File: src/modem_cmd_defs.svh
`ifndef MODEM_CMD_DEFS_SVH
`define MODEM_CMD_DEFS_SVH

// Command opcodes
`define OP_NOP 8'h00
`define OP_HANDSHAKE 8'h04
`define OP_RETRAIN 8'h05
`define OP_INIT 8'h06
`define OP_FE_READ1 8'h08
`define OP_FE_READ2 8'h09
`define OP_TONE_GEN_ENABLE 8'h0D
`define OP_TONE1_STEP 8'h0E
`define OP_TONE2_STEP 8'h0F
`define OP_FREEZE_EC 8'h16
`define OP_UNFREEZE_EC 8'h17
`define OP_SCRAMBLER 8'h18
`define OP_FREEZE_EQ 8'h1B
`define OP_UNFREEZE_EQ 8'h1C
`define OP_CFG_LOWSPEED 8'h1E
`define OP_CFG_HIGHSPEED 8'h20

// Parameter byte fields
`define LS_GUARD_HI 7
`define LS_GUARD_LO 6
`define CFG_LOOPBACK 3
`define CFG_RATE_HI 2
`define CFG_RATE_LO 1
`define CFG_ORIGINATE 0
`define HS_FORCE_CLEARDOWN 5
`define HS_CANCELLER 4
`define ATTEN_HI 7
`define ATTEN_LO 4
`define LS_LEASED 1
`define LS_FALLBACK 0
`define PARAM_FLAG 0

// Reserved-bit masks applied by the host
`define LS_B1_MASK 8'hCF
`define LS_B2_MASK 8'hF3
`define HS_B1_MASK 8'h3F
`define HS_B2_MASK 8'hF0
`define FLAG_B2_MASK 8'h01
`define TONE_GEN_ENABLE_CMD_B1_MASK 8'h03

// Attenuation, carrier detect and tone limits
`define ATTEN_MAX_CODE 4'hB
`define CD_PSTN_ON 6'h2B
`define CD_PSTN_OFF 6'h30
`define CD_LEASED_ON 6'h21
`define CD_LEASED_OFF 6'h26
`define TONE_FULL_AMPLITUDE_STEP 16'h6AAA

// Host register map and reset values
`define REG_CMD 4'h0
`define REG_STATUS 4'h4
`define REG_RESP 4'h8
`define STATUS_BUSY 0
`define STATUS_RESP_AVAIL 1
`define RESP_OKAY 2'h0
`define RESP_SLVERR 2'h2
`define RESET_SCRAMBLER_ON 1'b1

`endif

File: src/modem_cmd_pkg.sv
package modem_cmd_pkg;

   typedef enum logic [2:0] {
      RATE_V22BIS_2400, RATE_V22_1200, RATE_US_QAM_1200, RATE_V22_600,
      RATE_HS_9600, RATE_HS_9600_TRELLIS, RATE_HS_4800, RATE_HS_2400
   } rate_type;

   typedef enum logic [1:0] {DEV_COLLECT, DEV_RESPOND} dev_phase_type;

   typedef enum logic [1:0] {HOST_IDLE, HOST_SEND, HOST_RECEIVE}
      host_phase_type;

   typedef struct packed {
      dev_phase_type phase;
      logic [1:0] count;
      logic [7:0] opcode;
      logic [7:0] param1;
      logic [23:0] respShift;
      rate_type rateMode;
      logic [1:0] guardTone;
      logic loopbackTestOn;
      logic originate;
      logic [4:0] txAttenDb;
      logic txSilent;
      logic [5:0] cdOnDbm;
      logic [5:0] cdOffDbm;
      logic rateFallbackEnable;
      logic farEndCancellerOn;
      logic forceCleardown;
      logic [15:0] tone1Step;
      logic [15:0] tone2Step;
      logic tone1HighAtten;
      logic tone2HighAtten;
      logic tone1Enable;
      logic tone2Enable;
      logic echoAdaptFrozen;
      logic eqAdaptFrozen;
      logic handshakeStart;
      logic answerToneOn;
      logic handshakeRunning;
      logic initPulse;
      logic retrainStart;
      logic retrainFallback;
      logic scramblerOn;
      logic cmdDone;
   } dev_state_type;

   typedef struct packed {
      host_phase_type phase;
      logic [1:0] count;
      logic expectReply;
      logic [23:0] cmdWord;
      logic [23:0] respWord;
      logic respAvail;
      logic cmdValid;
      logic [7:0] cmdByte;
      logic bvalid;
      logic [1:0] bresp;
      logic rvalid;
      logic [1:0] rresp;
      logic [31:0] rdata;
   } host_state_type;

endpackage

File: src/modem_cmd_if.sv
`timescale 1ns/100ps
interface modem_cmd_if;
   logic cmdValid;
   logic [7:0] cmdByte;
   logic cmdReady;
   logic respValid;
   logic [7:0] respByte;
   logic respReady;

   modport device (
      input cmdValid, cmdByte, respReady,
      output cmdReady, respValid, respByte
   );
   modport host (
      output cmdValid, cmdByte, respReady,
      input cmdReady, respValid, respByte
   );
endinterface

File: src/modem_cmd_device.sv
`timescale 1ns/100ps
`include "modem_cmd_defs.svh"
// Operation
// - Opcode 1E: guard, loopback, mode, originate
// - Low-speed mode codes select four rates
// - Byte 2: attenuation, leased line, fallback
// - Leased line selects carrier thresholds
// - Opcode 20: cleardown, canceller, loopback, speed
// - High-speed code selects four rates
// - Originate bit picks calling or answering
// - Canceller on/off, force cleardown
// - Attenuation codes above 1011 silence transmitter
// - Opcode 0E loads tone 1 step
// - Loading a step never enables generator
// - Opcode 0F loads tone 2 step
// - Steps above 3 kHz flagged attenuated
// - Freeze/unfreeze canceller and equalizer
// - Opcode 04 starts handshake, optional tone
// - Handshake progress returned with status
// - Opcode 06 zero restores defaults
// - All-zero command does nothing
// - Opcodes 08/09 return three-byte register read
// - Opcode 05 retrains, picks V.22bis rate
// - Opcode 18 switches scrambler
module modem_cmd_device (
   input wire logic clock, // 20 MHz clock
   input wire logic arst_n, // Async reset
   input wire logic clockEnable, // Freezes state when low
   modem_cmd_if.device link, // Byte mailbox
   input wire logic [11:0] feRead1Data, // Front-end register 1
   input wire logic [11:0] feRead2Data, // Front-end register 2
   input wire logic [3:0] hsFlags, // Handshake progress flags
   input wire logic handshakeDone, // Handshake finished pulse
   output modem_cmd_pkg::rate_type rateMode, // Selected rate
   output logic [1:0] guardTone, // Guard tone select
   output logic loopbackTestOn, // Analog loopback
   output logic originate, // Calling modem
   output logic [4:0] txAttenDb, // Transmit attenuation dB
   output logic txSilent, // Infinite attenuation
   output logic [5:0] cdOnDbm, // Detect on level, -dBm
   output logic [5:0] cdOffDbm, // Detect off level, -dBm
   output logic rateFallbackEnable, // V.22bis fallback
   output logic farEndCancellerOn, // Far-end canceller
   output logic forceCleardown, // Cleardown pulse
   output logic [15:0] tone1Step, // Tone 1 step per sample
   output logic [15:0] tone2Step, // Tone 2 step per sample
   output logic tone1HighAtten, // Tone 1 above 3 kHz
   output logic tone2HighAtten, // Tone 2 above 3 kHz
   output logic tone1Enable, // Tone 1 on
   output logic tone2Enable, // Tone 2 on
   output logic echoAdaptFrozen, // Canceller frozen
   output logic eqAdaptFrozen, // Equalizer frozen
   output logic handshakeStart, // Handshake start pulse
   output logic answerToneOn, // Answer tone wanted
   output logic handshakeRunning, // Handshake under way
   output logic initPulse, // Restart pulse
   output logic retrainStart, // Retrain pulse
   output logic retrainFallback, // Retrain toward 1200
   output logic scramblerOn, // Transmit scrambler
   output logic cmdDone // Command executed pulse
);

   modem_cmd_pkg::dev_state_type s;
   modem_cmd_pkg::dev_state_type next_s;

   // Power-on and restart values
   function automatic modem_cmd_pkg::dev_state_type defaults();
      modem_cmd_pkg::dev_state_type d;
      d = '0;
      d.cdOnDbm = `CD_PSTN_ON;
      d.cdOffDbm = `CD_PSTN_OFF;
      d.scramblerOn = `RESET_SCRAMBLER_ON;
      return d;
   endfunction

   // Attenuation code to {silent, dB}
   function automatic logic [5:0] attenDecode(input logic [3:0] code);
      if (code > `ATTEN_MAX_CODE) begin
         attenDecode = {1'b1, 5'h00};
      end else begin
         attenDecode = {1'b0, code, 1'b0};
      end
   endfunction

   // Step above full-amplitude limit
   function automatic logic highTone(input logic [15:0] step);
      highTone = step > `TONE_FULL_AMPLITUDE_STEP;
   endfunction

   // Mailbox handshakes
   assign link.cmdReady = (s.phase == modem_cmd_pkg::DEV_COLLECT);
   assign link.respValid = (s.phase == modem_cmd_pkg::DEV_RESPOND);
   assign link.respByte = s.respShift[23:16];

   // Command collection, decode and response
   always_comb begin
      logic [7:0] b2;
      logic [5:0] att;
      logic [11:0] fe;
      b2 = link.cmdByte;
      att = attenDecode(b2[`ATTEN_HI:`ATTEN_LO]);
      fe = (s.opcode == `OP_FE_READ1) ? feRead1Data : feRead2Data;
      next_s = s;
      next_s.forceCleardown = 1'b0;
      next_s.handshakeStart = 1'b0;
      next_s.initPulse = 1'b0;
      next_s.retrainStart = 1'b0;
      next_s.cmdDone = 1'b0;
      if (handshakeDone) begin
         next_s.handshakeRunning = 1'b0;
      end
      case (s.phase)
         modem_cmd_pkg::DEV_COLLECT: begin
            if (link.cmdValid && s.count == 2'd0) begin
               next_s.opcode = link.cmdByte;
               next_s.count = 2'd1;
            end else if (link.cmdValid && s.count == 2'd1) begin
               next_s.param1 = link.cmdByte;
               next_s.count = 2'd2;
            end else if (link.cmdValid) begin
               next_s.count = 2'd0;
               next_s.cmdDone = 1'b1;
               case (s.opcode)
                  `OP_CFG_LOWSPEED: begin
                     next_s.guardTone =
                        s.param1[`LS_GUARD_HI:`LS_GUARD_LO];
                     next_s.loopbackTestOn = s.param1[`CFG_LOOPBACK];
                     next_s.originate = s.param1[`CFG_ORIGINATE];
                     case (s.param1[`CFG_RATE_HI:`CFG_RATE_LO])
                        2'b00: next_s.rateMode =
                           modem_cmd_pkg::RATE_V22BIS_2400;
                        2'b01: next_s.rateMode = modem_cmd_pkg::RATE_V22_1200;
                        2'b10: next_s.rateMode =
                           modem_cmd_pkg::RATE_US_QAM_1200;
                        default: next_s.rateMode =
                           modem_cmd_pkg::RATE_V22_600;
                     endcase
                     {next_s.txSilent, next_s.txAttenDb} = att;
                     if (b2[`LS_LEASED]) begin
                        next_s.cdOnDbm = `CD_LEASED_ON;
                        next_s.cdOffDbm = `CD_LEASED_OFF;
                     end else begin
                        next_s.cdOnDbm = `CD_PSTN_ON;
                        next_s.cdOffDbm = `CD_PSTN_OFF;
                     end
                     next_s.rateFallbackEnable = b2[`LS_FALLBACK];
                  end
                  `OP_CFG_HIGHSPEED: begin
                     next_s.forceCleardown =
                        s.param1[`HS_FORCE_CLEARDOWN];
                     next_s.farEndCancellerOn =
                        s.param1[`HS_CANCELLER];
                     next_s.loopbackTestOn = s.param1[`CFG_LOOPBACK];
                     next_s.originate = s.param1[`CFG_ORIGINATE];
                     case (s.param1[`CFG_RATE_HI:`CFG_RATE_LO])
                        2'b00: next_s.rateMode = modem_cmd_pkg::RATE_HS_9600;
                        2'b10: next_s.rateMode =
                           modem_cmd_pkg::RATE_HS_9600_TRELLIS;
                        2'b01: next_s.rateMode = modem_cmd_pkg::RATE_HS_4800;
                        default: next_s.rateMode =
                           modem_cmd_pkg::RATE_HS_2400;
                     endcase
                     {next_s.txSilent, next_s.txAttenDb} = att;
                  end
                  `OP_TONE1_STEP: begin
                     next_s.tone1Step = {b2, s.param1};
                     next_s.tone1HighAtten = highTone({b2, s.param1});
                  end
                  `OP_TONE2_STEP: begin
                     next_s.tone2Step = {b2, s.param1};
                     next_s.tone2HighAtten = highTone({b2, s.param1});
                  end
                  `OP_TONE_GEN_ENABLE: begin
                     next_s.tone1Enable = s.param1[0];
                     next_s.tone2Enable = s.param1[1];
                  end
                  `OP_FREEZE_EC: next_s.echoAdaptFrozen = 1'b1;
                  `OP_UNFREEZE_EC: next_s.echoAdaptFrozen = 1'b0;
                  `OP_FREEZE_EQ: next_s.eqAdaptFrozen = 1'b1;
                  `OP_UNFREEZE_EQ: next_s.eqAdaptFrozen = 1'b0;
                  `OP_HANDSHAKE: begin
                     next_s.handshakeStart = 1'b1;
                     next_s.handshakeRunning = 1'b1;
                     next_s.answerToneOn = ~b2[`PARAM_FLAG];
                  end
                  `OP_INIT: begin
                     if (s.param1 == 8'h00 && b2 == 8'h00) begin
                        next_s = defaults();
                        next_s.initPulse = 1'b1;
                        next_s.cmdDone = 1'b1;
                     end
                  end
                  `OP_FE_READ1, `OP_FE_READ2: begin
                     // Status byte carries handshake progress
                     next_s.respShift = {2'b11, 1'b0, s.handshakeRunning,
                        hsFlags, fe[7:0], 4'h0, fe[11:8]};
                     next_s.phase = modem_cmd_pkg::DEV_RESPOND;
                  end
                  `OP_RETRAIN: begin
                     next_s.retrainStart = 1'b1;
                     next_s.retrainFallback = b2[`PARAM_FLAG];
                     if (s.rateMode == modem_cmd_pkg::RATE_V22BIS_2400 ||
                        s.rateMode == modem_cmd_pkg::RATE_V22_1200) begin
                        next_s.rateMode = b2[`PARAM_FLAG] ?
                           modem_cmd_pkg::RATE_V22_1200 :
                           modem_cmd_pkg::RATE_V22BIS_2400;
                     end
                  end
                  `OP_SCRAMBLER: next_s.scramblerOn = b2[`PARAM_FLAG];
                  default: begin
                  end
               endcase
            end
         end
         modem_cmd_pkg::DEV_RESPOND: begin
            if (link.respReady) begin
               next_s.respShift = {s.respShift[15:0], 8'h00};
               next_s.count = s.count + 2'd1;
               if (s.count == 2'd2) begin
                  next_s.count = 2'd0;
                  next_s.phase = modem_cmd_pkg::DEV_COLLECT;
               end
            end
         end
         default: next_s.phase = modem_cmd_pkg::DEV_COLLECT;
      endcase
   end

   // State register
   always_ff @(posedge clock or negedge arst_n) begin
      if (!arst_n) begin
         s <= defaults();
      end else if (clockEnable) begin
         s <= next_s;
      end
   end

   // Outputs straight from state
   assign rateMode = s.rateMode;
   assign guardTone = s.guardTone;
   assign loopbackTestOn = s.loopbackTestOn;
   assign originate = s.originate;
   assign txAttenDb = s.txAttenDb;
   assign txSilent = s.txSilent;
   assign cdOnDbm = s.cdOnDbm;
   assign cdOffDbm = s.cdOffDbm;
   assign rateFallbackEnable = s.rateFallbackEnable;
   assign farEndCancellerOn = s.farEndCancellerOn;
   assign forceCleardown = s.forceCleardown;
   assign tone1Step = s.tone1Step;
   assign tone2Step = s.tone2Step;
   assign tone1HighAtten = s.tone1HighAtten;
   assign tone2HighAtten = s.tone2HighAtten;
   assign tone1Enable = s.tone1Enable;
   assign tone2Enable = s.tone2Enable;
   assign echoAdaptFrozen = s.echoAdaptFrozen;
   assign eqAdaptFrozen = s.eqAdaptFrozen;
   assign handshakeStart = s.handshakeStart;
   assign answerToneOn = s.answerToneOn;
   assign handshakeRunning = s.handshakeRunning;
   assign initPulse = s.initPulse;
   assign retrainStart = s.retrainStart;
   assign retrainFallback = s.retrainFallback;
   assign scramblerOn = s.scramblerOn;
   assign cmdDone = s.cmdDone;

endmodule

File: src/flat_wrapper.sv
// flat-port wrapper written by rule: the top's interface ports become plain ports
module modem_cmd_device_flat 
  (clock, arst_n, clockEnable, feRead1Data, feRead2Data, hsFlags, handshakeDone, rateMode, guardTone, loopbackTestOn, originate, txAttenDb, txSilent, cdOnDbm, cdOffDbm, rateFallbackEnable, farEndCancellerOn, forceCleardown, tone1Step, tone2Step, tone1HighAtten, tone2HighAtten, tone1Enable, tone2Enable, echoAdaptFrozen, eqAdaptFrozen, handshakeStart, answerToneOn, handshakeRunning, initPulse, retrainStart, retrainFallback, scramblerOn, cmdDone, link_cmdValid, link_cmdByte, link_respReady, link_cmdReady, link_respValid, link_respByte);
  modem_cmd_if link_i ();
  input wire logic clock;
  input wire logic arst_n;
  input wire logic clockEnable;
  input wire logic [11:0] feRead1Data;
  input wire logic [11:0] feRead2Data;
  input wire logic [3:0] hsFlags;
  input wire logic handshakeDone;
  output modem_cmd_pkg::rate_type rateMode;
  output logic [1:0] guardTone;
  output logic loopbackTestOn;
  output logic originate;
  output logic [4:0] txAttenDb;
  output logic txSilent;
  output logic [5:0] cdOnDbm;
  output logic [5:0] cdOffDbm;
  output logic rateFallbackEnable;
  output logic farEndCancellerOn;
  output logic forceCleardown;
  output logic [15:0] tone1Step;
  output logic [15:0] tone2Step;
  output logic tone1HighAtten;
  output logic tone2HighAtten;
  output logic tone1Enable;
  output logic tone2Enable;
  output logic echoAdaptFrozen;
  output logic eqAdaptFrozen;
  output logic handshakeStart;
  output logic answerToneOn;
  output logic handshakeRunning;
  output logic initPulse;
  output logic retrainStart;
  output logic retrainFallback;
  output logic scramblerOn;
  output logic cmdDone;
  input wire logic [$bits(link_i.cmdValid)-1:0] link_cmdValid;
  input wire logic [$bits(link_i.cmdByte)-1:0] link_cmdByte;
  input wire logic [$bits(link_i.respReady)-1:0] link_respReady;
  output wire logic [$bits(link_i.cmdReady)-1:0] link_cmdReady;
  output wire logic [$bits(link_i.respValid)-1:0] link_respValid;
  output wire logic [$bits(link_i.respByte)-1:0] link_respByte;
  assign link_i.cmdValid = link_cmdValid;
  assign link_i.cmdByte = link_cmdByte;
  assign link_i.respReady = link_respReady;
  assign link_cmdReady = link_i.cmdReady;
  assign link_respValid = link_i.respValid;
  assign link_respByte = link_i.respByte;
  modem_cmd_device u_core (.clock(clock), .arst_n(arst_n), .clockEnable(clockEnable), .link(link_i), .feRead1Data(feRead1Data), .feRead2Data(feRead2Data), .hsFlags(hsFlags), .handshakeDone(handshakeDone), .rateMode(rateMode), .guardTone(guardTone), .loopbackTestOn(loopbackTestOn), .originate(originate), .txAttenDb(txAttenDb), .txSilent(txSilent), .cdOnDbm(cdOnDbm), .cdOffDbm(cdOffDbm), .rateFallbackEnable(rateFallbackEnable), .farEndCancellerOn(farEndCancellerOn), .forceCleardown(forceCleardown), .tone1Step(tone1Step), .tone2Step(tone2Step), .tone1HighAtten(tone1HighAtten), .tone2HighAtten(tone2HighAtten), .tone1Enable(tone1Enable), .tone2Enable(tone2Enable), .echoAdaptFrozen(echoAdaptFrozen), .eqAdaptFrozen(eqAdaptFrozen), .handshakeStart(handshakeStart), .answerToneOn(answerToneOn), .handshakeRunning(handshakeRunning), .initPulse(initPulse), .retrainStart(retrainStart), .retrainFallback(retrainFallback), .scramblerOn(scramblerOn), .cmdDone(cmdDone));
endmodule
File: config.mk
export PLATFORM = sky130hd
export DESIGN_NAME = modem_cmd_device_flat
export DESIGN_NICKNAME = d
export VERILOG_FILES = /design/src/modem_cmd_pkg.sv /design/src/modem_cmd_if.sv /design/src/modem_cmd_device.sv /design/src/flat_wrapper.sv
export VERILOG_INCLUDE_DIRS = /design/src
export SDC_FILE = /design/constraint.sdc
export NUM_CORES = 1
export LEC_CHECK = 0
export BUFFER_PORTS_ARGS = -buffer_cell sky130_fd_sc_hd__buf_4
export CORE_MARGIN = 5
export CORE_UTILIZATION = 35
export DETAILED_ROUTE_END_ITERATION = 10
export GPL_TIMING_DRIVEN = 0
export SLEW_MARGIN = 20
export SYNTH_ARGS = -nofsm -noshare
export SYNTH_HDL_FRONTEND = slang
export SYNTH_SLANG_ARGS = --single-unit
File: constraint.sdc
create_clock -name clock -period 5 [get_ports clock]
set_clock_uncertainty 0.05 [all_clocks]
set_input_delay 1 -clock clock [delete_from_list [all_inputs] [get_ports clock]]
set_output_delay 1 -clock clock [all_outputs]
set_load 0.02 [all_outputs]
==> summary.md, run 1 <==
| Metric | Value |
|---|---|
| Status | `finished, final reports clean` |
| Die Ht | `133 um` |
| Vias in the first global route | `4435` |
| Final antenna-violating net count | `0` |
| Switching power total | `0.792 mW` |
| RSZ-0062 raised after global routing | `no` |
| GP Congestion | `0.851` |
| Reg-to-reg critical path endpoint | `u_core.loopbackTestOn` |
| # setup viols final | `0` |
| Gr busiest metal | `met2` |
| Drt via density | `5.00` |
| Clk pin slew, worst setup/hold paths | `70 ps` |
| Vias post-DR | `4299` |
| Clock share of power | `29.5%` |
| Mapped Cells | `535` |
| Ys async rst share | `100%` |
| Hold WS | `429 ps` |
| Switching part of the total power | `34.3%` |
| Warning count from the yosys run | `0` |
| CTS Buf Count | `9` |
| PD cells | `342 mW/mm^2` |
| DR pass1 iterations | `4` |
| Overflow after GRT | `0` |
| Combinational share of power | `25.3%` |
| Largest net degree at the start of global routing | `104` |
| CP required | `5240 ps` |
| Full die area | `0.0178 mm^2` |
| Tcrit/Tclk final | `63.7%` |
| Row count | `45` |
| CTS Hold Bufs | `0` |
| Max VDD drop | `162 uV` |
| Netlist cell types | `60` |
| Clock tree from TritonCTS | `built` |
| Seq pwr share | `45.2%` |
| Starting Density | `35.3%` |
| Setup TNS | `0 ps` |
| Ant. Diodes | `0` |
| Slew Viols, Final | `0` |
| Mapped Area | `0.00533 mm^2` |
| Placed Area | `0.00647 mm^2` |
| Finished Cell Area | `0.00675 mm^2` |
| Post-route setup slack | `1820 ps` |
| Core area | `0.0151 mm^2` |
| Num ports | `126` |
| Routed len/inst | `16.4 um` |
| Post-route minimum period | `3180 ps` |
| M2 GR Usage | `25.1%` |
| Startpoint Class | `primary input` |
| Grt met1 use | `22.0%` |
| Hold EP | `u_core.tone2Step[3]` |
| WP data arrival | `3420 ps` |
| Sequential-to-total area share from yosys stat | `48.4%` |
| Max-Cap Viols | `0` |
| Number of synthesized flops with an enable pin | `0` |
| Internal power | `1.52 mW` |
| Syn Area/Cell | `9.96 um^2` |
| Global-route wire length before repair | `23000 um` |
| Place WS | `1420 ps` |
| CTS sink cnt | `103` |
| Final WL | `14100 um` |
| DP Cell Count | `844` |
| Post-route insts no fill | `860` |
| Nets@finish | `709` |
| DR iter-0 viols | `281` |
| Leak | `3.40 nW` |
| Max_slew headroom | `37.4%` |
| Residual DRC | `0` |
| Least-Margin Pin Slew | `938 ps` |
| Area growth, synth to finish | `26.7%` |
| Reg-to-Reg Start | `u_core.s[110]` |
| H-tree depth | `3` |
| WHS Path Cells | `2` |
| Post-CTS setup buffer count | `0` |
| Clock Latency Late Sink | `360 ps` |
| Finished Core Util | `44.8%` |
| Final hold vios | `0` |
| R2R depth | `6` |
| Crit path max fanout | `10` |
| PortBufs | `117` |
| Hold WC Path Type | `reg -> reg` |
| Initial antenna violation count | `0` |
| Max Freq | `0.314 GHz` |
| Reg2Reg Setup Slack | `2100 ps` |
| Met3 Use GR | `3.47%` |
| Die W | `133 um` |
| Fraction of layout cells with a size suffix above 1 | `35.6%` |
| Pwr Total | `2.31 mW` |
| Final HPWL DP | `10600 um` |
| Post-synthesis register bit count | `103` |
| Post-synth top flop | `dfrtp_1` |
| Worst Setup End Kind | `flip-flop` |
| Worst setup path category | `in -> reg` |
| Total global-route track usage | `16.0%` |
| CTS Buffer Depth | `2` |
| Hold Path Origin | `u_core.tone2Step[3]` |
| PostCTS Resize Cnt | `0` |
| Clock root buffer | `clkbuf_16` |
## critical path: stages
cell and delay (ps):
clkbuf_1 280, nor4_1 460, and4_1 250, clkbuf_1 290
o21ai_1 210, nor4_2 680, a32o_1 260
## registers in the layout (all words and copies together) (netlist names), 2 cells and up
| name | flops |
|---|---|
| u_core.cdOffDbm | 2 |
| u_core.guardTone | 2 |
| u_core.link.respByte | 8 |
| u_core.rateMode | 3 |
| u_core.s | 31 |
| u_core.tone1Step | 16 |
| u_core.tone2Step | 16 |
| u_core.txAttenDb | 4 |
## per-layer routing
layer  wire [um]  vias up  share of wire, %
met3         904       21               6.4
met4         300        0               2.1
met1        6470     2069                46
li1            -     2074                 -
met2        6470      135                46
met5           0        -                 0
## logic make-up after synthesis
logic type / count (synthesis) / share of synthesized area, %
buffers and inverters: 103 / 12.6
muxes: 41 / 8.34
AOI/OAI and AO/OA: 123 / 14.7
xor gates and xnor gates: 2 / 0.329
and+or+nand+nor: 162 / 15.5
DFF: 103 / 48.4
other: 1 / 0.0704
## cell usage in the layout (no fill, tap or decap), drive strengths merged, types with 9 or more instances in the layout
| master | count |
|---|---|
| o21ai | 56 |
| clkbuf | 38 |
| a22o | 9 |
| buf | 186 |
| mux2i | 14 |
| nand2 | 83 |
| nor2 | 16 |
| a21oi | 15 |
| mux2 | 27 |
| dfrtp | 100 |
| a32o | 9 |
## power by group through the flow
stage	sequential (mW)	combinational (mW)	clock [mW]
floorplan	1.01	0.407	0
global placement	1.06	0.577	0
detailed placement	1.06	0.587	0
CTS	1.04	0.590	0.700
global route	1.05	0.649	0.728
finish	1.04	0.586	0.682
## area by class of cell
class	instances	area, um^2
Clock buffer	11	243
Inverter	7	26.3
Buffer	96	647
Multi-Input combinational cell	333	2100
Sequential cell	103	2580
Timing Repair Buffer	117	882
Fill cell	1437	8340
Tap cell	188	235
Clock inverter	5	43.8
## worst max path at each step
stage	cells after the start	slack (ps)	endpoint	start
global route	7	1620	u_core.rateFallbackEnable	link_cmdByte[0]
detailed placement	7	1420	u_core.guardTone[1]	link_cmdByte[0]
global placement	7	1080	u_core.rateFallbackEnable	link_cmdByte[0]
floorplan	7	2090	u_core.cdOffDbm[2]	link_cmdByte[0]
finish	7	1820	u_core.guardTone[1]	link_cmdByte[0]
CTS	7	1770	u_core.guardTone[1]	link_cmdByte[0]
## synth_stat cells (8+ instances only)
cell type | number | share of area, %
mux2_2 | 27 | 5.7
mux2i_1 | 14 | 2.6
dfrtp_1 | 100 | 47
clkbuf_1 | 26 | 1.8
a21oi_1 | 15 | 1.4
nor4_1 | 8 | 0.94
o21ai_0 | 53 | 5.0
nand2_1 | 83 | 5.8
a32o_1 | 9 | 1.7
nor2_1 | 16 | 1.1
buf_4 | 63 | 8.9
a22o_1 | 9 | 1.5
No activity file was read; power rests on OpenSTA's default activity.
==> run 2: changes to the inputs <==
clock period = 2.6 ns   (was 5 ns; I/O delays follow)
==> summary.md, run 2 (synthesis gave the netlist of run 1 again) <==
| Metric | Value |
|---|---|
| Nets@finish | `712 (+0.42%)` |
| H-tree depth | `3 (unchanged)` |
| Hold WS | `230 ps (-199 ps)` |
| Total global-route track usage | `16.0% (+0.024 points)` |
| Residual DRC | `0 (unchanged)` |
| Critical path's slowest cell | `or4_4` |
| Startpoint Class | `flip-flop` |
| Worst setup path category | `reg -> reg` |
| DR iter-0 viols | `317 (+13%)` |
| Die W | `133 um (unchanged)` |
| Status | `finished, final reports clean` |
| Drt via density | `5.01 (+0.16%)` |
| R2R depth | `8 (+2)` |
| DR pass1 iterations | `4 (unchanged)` |
| Final antenna-violating net count | `0 (unchanged)` |
| Num ports | `126 (unchanged)` |
| Hold WC Path Type | `in -> async` |
| Largest Register | `u_core.s` |
| Internal power | `2.94 mW (+93%)` |
| WP data arrival | `2700 ps (-720 ps)` |
| Initial antenna violation count | `0 (unchanged)` |
| Overflow after GRT | `0 (unchanged)` |
| CP required | `2790 ps (-2450 ps)` |
| Most frequent cells in the layout | `184 x buf_4, 99 x dfrtp_1, 83 x nand2_1, 53 x o21ai_0, 27 x mux2_2` |
| PortBufs | `117 (unchanged)` |
| Max-Cap Viols | `0 (unchanged)` |
| Full die area | `0.0178 mm^2 (unchanged)` |
| Clock Latency Late Sink | `360 ps (about the same)` |
| Cell breakdown of the critical path | `buf_6, or4_4, or4_4, buf_6, buf_12, mux2i_1, o21ai_1, mux2_2` |
| # setup viols final | `0 (unchanged)` |
| Core area | `0.0151 mm^2 (unchanged)` |
| Clock root buffer | `clkbuf_16` |
| Area growth, synth to finish | `28.5%` |
| Combinational share of power | `25.8% (+0.5 points)` |
| Place WS | `-503 ps (-1920 ps)` |
| Final WL | `14200 um (+0.36%)` |
| Fraction of layout cells with a size suffix above 1 | `38.2% (+2.7 points)` |
| Post-route setup slack | `89.5 ps (-1730 ps)` |
| Clock tree from TritonCTS | `built` |
| Final hold vios | `0 (unchanged)` |
| Clock share of power | `29.1% (-0.4 points)` |
| Ant. Diodes | `0 (unchanged)` |
| Worst path max stage delay | `610 ps (-70 ps)` |
| Most common cell after layout, fill and taps aside | `buf_4` |
| CTS Buf Count | `9 (unchanged)` |
| Largest net degree at the start of global routing | `104 (unchanged)` |
| Switching part of the total power | `34.7% (+0.48 points)` |
| CTS Buffer Depth | `2 (unchanged)` |
| CTS sink cnt | `103 (unchanged)` |
| Register Area | `0.00258 mm^2 (about the same)` |
| Leak | `3.44 nW (+1.3%)` |
| RSZ-0062 raised after global routing | `yes` |
| Layout fillers | `1432 (-0.35%)` |
| Least-Margin Pin Slew | `936 ps (-2.55 ps)` |
| Worst Setup End Kind | `flip-flop` |
| Global-route wire length before repair | `23100 um (+0.21%)` |
| Vias in the first global route | `4442 (+0.16%)` |
| Starting Density | `35.3% (unchanged)` |
| Post-route minimum period | `2510 ps` |
| Seq pwr share | `45.1% (about the same)` |
| Max VDD drop | `315 uV (+95%)` |
| Die Ht | `133 um (unchanged)` |
| Multi-input logic area | `0.00215 mm^2 (+2.8%)` |
| Number of flip-flops in the largest register | `31 (unchanged)` |
| Tcrit/Tclk final | `96.6%` |
| Vias post-DR | `4321 (+0.51%)` |
| Switching power total | `1.56 mW (+97%)` |
| Row count | `45 (unchanged)` |
| Slew Viols, Final | `0 (unchanged)` |
| Clk pin slew, worst setup/hold paths | `70 ps (about the same)` |
| Max_slew headroom | `37.6% (+0.17 points)` |
| GP Congestion | `0.851 (unchanged)` |
| Routed len/inst | `16.4 um (about the same)` |
| Crit path max fanout | `10 (unchanged)` |
| Final HPWL DP | `10600 um (unchanged)` |
| Max Freq | `0.398 GHz` |
| PD cells | `657 mW/mm^2 (+92%)` |
run 2: changes by cell type in the layout (fill, tap and decap cells not counted), moves of 2 or more:
cell	before	now
nor2_1	16	14
clkbuf_1	27	19
nor4_2	1	3
nor4_4	0	2
clkbuf_2	0	7
nor4_1	7	3
buf_4	179	184
run 2: path summary, 6_finish.rpt:
check / startpoint / to / slack, ps
min: arst_n / u_core.tone1Step[3] / 230
max in group asynchronous: arst_n / u_core.s[110] / 1600
max reg2reg: u_core.s[111] / u_core.s[84] / 90
min in group clock: link_cmdByte[1] / u_core.cdOffDbm[4] / 350
max: u_core.s[111] / u_core.s[84] / 90
min reg2reg: u_core.tone2Step[3] / u_core.tone2Step[3] / 430
run 2: area by class of cell:
type / instances / area share, %
buffer: 94 / 9.36
clock buffer: 11 / 3.55
clock inverter: 5 / 0.640
inverter: 7 / 0.384
multi-input combinational: 333 / 31.5
sequential: 103 / 37.7
tap: 188 / 3.44
timing repair buffer: 122 / 13.4
run 2: worst max-delay path: cells and delay by family (launching register included):
family                 cells  cell delay, ps
flip-flops                 1             380
AND/OR/NAND/NOR            2            1050
multiplexers               2             420
buffers and inverters      3             430
AO/OA/AOI/OAI              1              70
run 2: power by group through the flow:
stage               clock network (mW)  logic [mW]  registers [mW]
global route                      1.40        1.28            2.05
CTS                               1.35        1.14            2.01
global placement                     0        1.11            2.03
finish                            1.31        1.16            2.03
floorplan                            0       0.783            1.94
detailed placement                   0        1.13            2.03
run 2: metrics by stage:
| step | cell area [um^2] | power (mW) | util (%) | std cells | TNS [ps] |
|---|---|---|---|---|---|
| after global placement | 6460 | 3.14 | 42.8 | 844 | -22690 |
| after global routing | 6850 | 4.73 | 45.4 | 863 | -85.4 |
| after floorplan | 5340 | 2.73 | - | 539 | 0 |
| final | 6850 | 4.50 | 45.4 | 863 | 0 |
| after detailed placement | 6470 | 3.16 | 42.9 | 844 | -22310 |
| after CTS | 6780 | 4.50 | 44.9 | 860 | 0 |
run 2: per-layer routing:
metal	global-route usage, %	vias to the layer above	part of all wire (%)
met3	3.47	20	5.9
met1	22.0	2073	46
met5	0	-	0
li1	-	2084	-
met2	25.3	144	46
met4	5.31	0	2.0
run 2: timing repair:
action | CTS | global route
hold buffers | 0 | 0
setup endpoints to repair | 73 | 56
setup buffers | 1 | 4
gates resized for setup | 7 | 16
pin swaps | 1 | 5
==> run 3: changes to the inputs <==
BUFFER_PORTS_ARGS = -buffer_cell sky130_fd_sc_hd__clkbuf_2   (was -buffer_cell sky130_fd_sc_hd__buf_4)
==> summary.md, run 3 (synthesis gave the netlist of run 1 again) <==
| Metric | Value |
|---|---|
| Status | `finished, final reports clean` |
| Max Freq | `0.395 GHz (-0.79%)` |
| Most frequent cells in the layout | `123 x clkbuf_2, 98 x dfrtp_1, 83 x nand2_1, 69 x buf_4, 53 x o21ai_0` |
| Die W | `133 um (unchanged)` |
| GP Congestion | `0.864 (+1.6%)` |
| Worst path max stage delay | `600 ps (about the same)` |
| Top delay family on crit path | `simple AND/OR/NAND/NOR gates` |
| Ant. Diodes | `0 (unchanged)` |
| CTS Buffer Depth | `2 (unchanged)` |
| Routed wl met2 | `6650 um (+1.7%)` |
| Area growth, synth to finish | `24.4%` |
| Initial antenna violation count | `0 (unchanged)` |
| Post-route setup slack | `69.5 ps (-20.0 ps)` |
| Cell breakdown of the critical path | `or4_4, or4_4, buf_6, buf_12, mux2i_1, o21ai_1, mux2_2` |
| Top sig layer | `met4` |
| Max VDD drop | `369 uV (+17%)` |
| PD cells | `693 mW/mm^2 (+5.5%)` |
| Starting Density | `35.3% (unchanged)` |
| PortBufs | `117 (unchanged)` |
| DR pass1 iterations | `4 (unchanged)` |
| Most common cell after layout, fill and taps aside | `clkbuf_2` |
| Internal power | `3.00 mW (+2.2%)` |
| Met3 WL | `835 um (-0.60%)` |
| Hold WC Path Type | `in -> reg` |
| Num ports | `126 (unchanged)` |
| Number of flip-flops in the largest register | `31 (unchanged)` |
| Post-route insts no fill | `867 (+0.46%)` |
| Leak | `3.39 nW (-1.5%)` |
| Global-route wire length before repair | `22600 um (-1.9%)` |
| Final WL | `14200 um (-0.13%)` |
| Max-Cap Viols | `0 (unchanged)` |
| Vias post-DR | `4343 (+0.51%)` |
| Combinational share of power | `25.0% (-0.8 points)` |
| Pwr Total | `4.60 mW (+2.2%)` |
| Final HPWL DP | `10600 um (-0.21%)` |
| M1 WL | `6520 um (-0.29%)` |
| Vias in the first global route | `4361 (-1.8%)` |
| DP Cell Count | `845 (+0.12%)` |
| Largest Register | `u_core.s` |
| Critical path's slowest cell | `or4_4` |
| Max_slew headroom | `52.6% (+15 points)` |
| Final antenna-violating net count | `0 (unchanged)` |
| Hold Path Origin | `handshakeDone` |
| CTS Buf Count | `9 (unchanged)` |
| Worst setup path category | `reg -> reg` |
| Slew Viols, Final | `0 (unchanged)` |
| DR iter-0 viols | `260 (-18%)` |
| Finished Cell Area | `0.00663 mm^2 (-3.1%)` |
| CTS sink cnt | `103 (unchanged)` |
| Least-Margin Pin Slew | `709 ps (-227 ps)` |
| Seq pwr share | `43.7% (-1.4 points)` |
| Largest net degree at the start of global routing | `88 (-15%)` |
| Placed Area | `0.00620 mm^2 (-4.1%)` |
| Full die area | `0.0178 mm^2 (unchanged)` |
| Routed len/inst | `16.3 um (-0.59%)` |
| Total global-route track usage | `15.9% (-0.11 points)` |
| Switching part of the total power | `34.8% (about the same)` |
| Layout fillers | `1502 (+4.9%)` |
| Clock share of power | `31.3% (+2.2 points)` |
| Post-route minimum period | `2530 ps (+20.0 ps)` |
| Residual DRC | `0 (unchanged)` |
| Overflow after GRT | `0 (unchanged)` |
| Final hold vios | `0 (unchanged)` |
| Place WS | `-932 ps (-430 ps)` |
| Fraction of layout cells with a size suffix above 1 | `38.7% (+0.51 points)` |
| Clock root buffer | `clkbuf_16` |
| Crit path max fanout | `10 (unchanged)` |
| Startpoint Class | `flip-flop` |
| H-tree depth | `3 (unchanged)` |
| Reg-to-Reg Start | `u_core.s[113]` |
| CP most frequent cell | `or4_4` |
| Switching power total | `1.60 mW (+2.3%)` |
| Drt via density | `5.01 (about the same)` |
| Clock Latency Late Sink | `360 ps (about the same)` |
| Die Ht | `133 um (unchanged)` |
| WP buf/inv | `2 (-1)` |
| Nets@finish | `716 (+0.56%)` |
| # setup viols final | `0 (unchanged)` |
| Core area | `0.0151 mm^2 (unchanged)` |
| Clock tree from TritonCTS | `built` |
| WP data arrival | `2720 ps (+20 ps)` |
| Row count | `45 (unchanged)` |
| Tcrit/Tclk final | `97.3% (+0.77 points)` |
| Register Area | `0.00258 mm^2 (about the same)` |
| RSZ-0062 raised after global routing | `no` |
| Worst Setup End Kind | `flip-flop` |
| Multi-input logic area | `0.00215 mm^2 (-0.35%)` |
| CP required | `2790 ps (about the same)` |
| Setup TNS | `0 ps (unchanged)` |
| Clk pin slew, worst setup/hold paths | `70 ps (about the same)` |
| CP Launch Point | `u_core.s[113]` |
==> run 3: final cells by class <==
type,count,area share (%)
plain buffers,95,9.72
flip-flops and latches,103,39.0
clock inverters,7,1.40
clock buffers,9,3.40
well taps,188,3.55
repair buffers,125,10.2
inverters,7,0.396
multi-input cells,333,32.4
==> run 3: power groups by stage <==
stage | registers (mW) | clock network (mW) | logic [mW]
after floorplan | 1.94 | 0 | 0.783
after global placement | 2.03 | 0 | 1.08
after detailed placement | 2.03 | 0 | 1.10
after CTS | 2.00 | 1.49 | 1.12
after global routing | 2.04 | 1.54 | 1.27
final | 2.01 | 1.44 | 1.15
==> run 3: path summary, 6_finish.rpt <==
check / slack [ps] / depth (start not counted) / to
min: 400 / 4 / u_core.handshakeRunning
max: 70 / 7 / u_core.s[84]
min reg2reg: 430 / 2 / u_core.tone1Step[10]
min in group asynchronous: 530 / 2 / u_core.tone1Step[15]
max reg2reg: 70 / 7 / u_core.s[84]
max in group asynchronous: 1290 / 3 / u_core.cdOffDbm[4]
==> run 3: stage by stage <==
stage	util (%)	hold slack, ps
finish	43.9	400
CTS	43.5	385
global route	43.9	416
global placement	40.9	413
detailed placement	41.1	334
floorplan	-	174
==> run 3: worst min-delay path, cell delays in order <==
cell,delay [ps]
clkbuf_2,70
nand2_1,40
nand2_1,50
o21ai_0,70
==> run 3: what timing repair did <==
item                       4_1_cts  5_1_grt
hold endpoints to repair        16        0
pin swaps                        1        3
hold buffers                     1        0
setup endpoints to repair       74       63
setup buffers                    1        5
gates resized for setup          9       16
==> run 3: metal layers <==
layer,vias to the layer above,global-route usage [%]
met5,-,0
met4,0,3.83
met3,14,4.19
met2,126,26.4
met1,2110,20.9
li1,2093,-
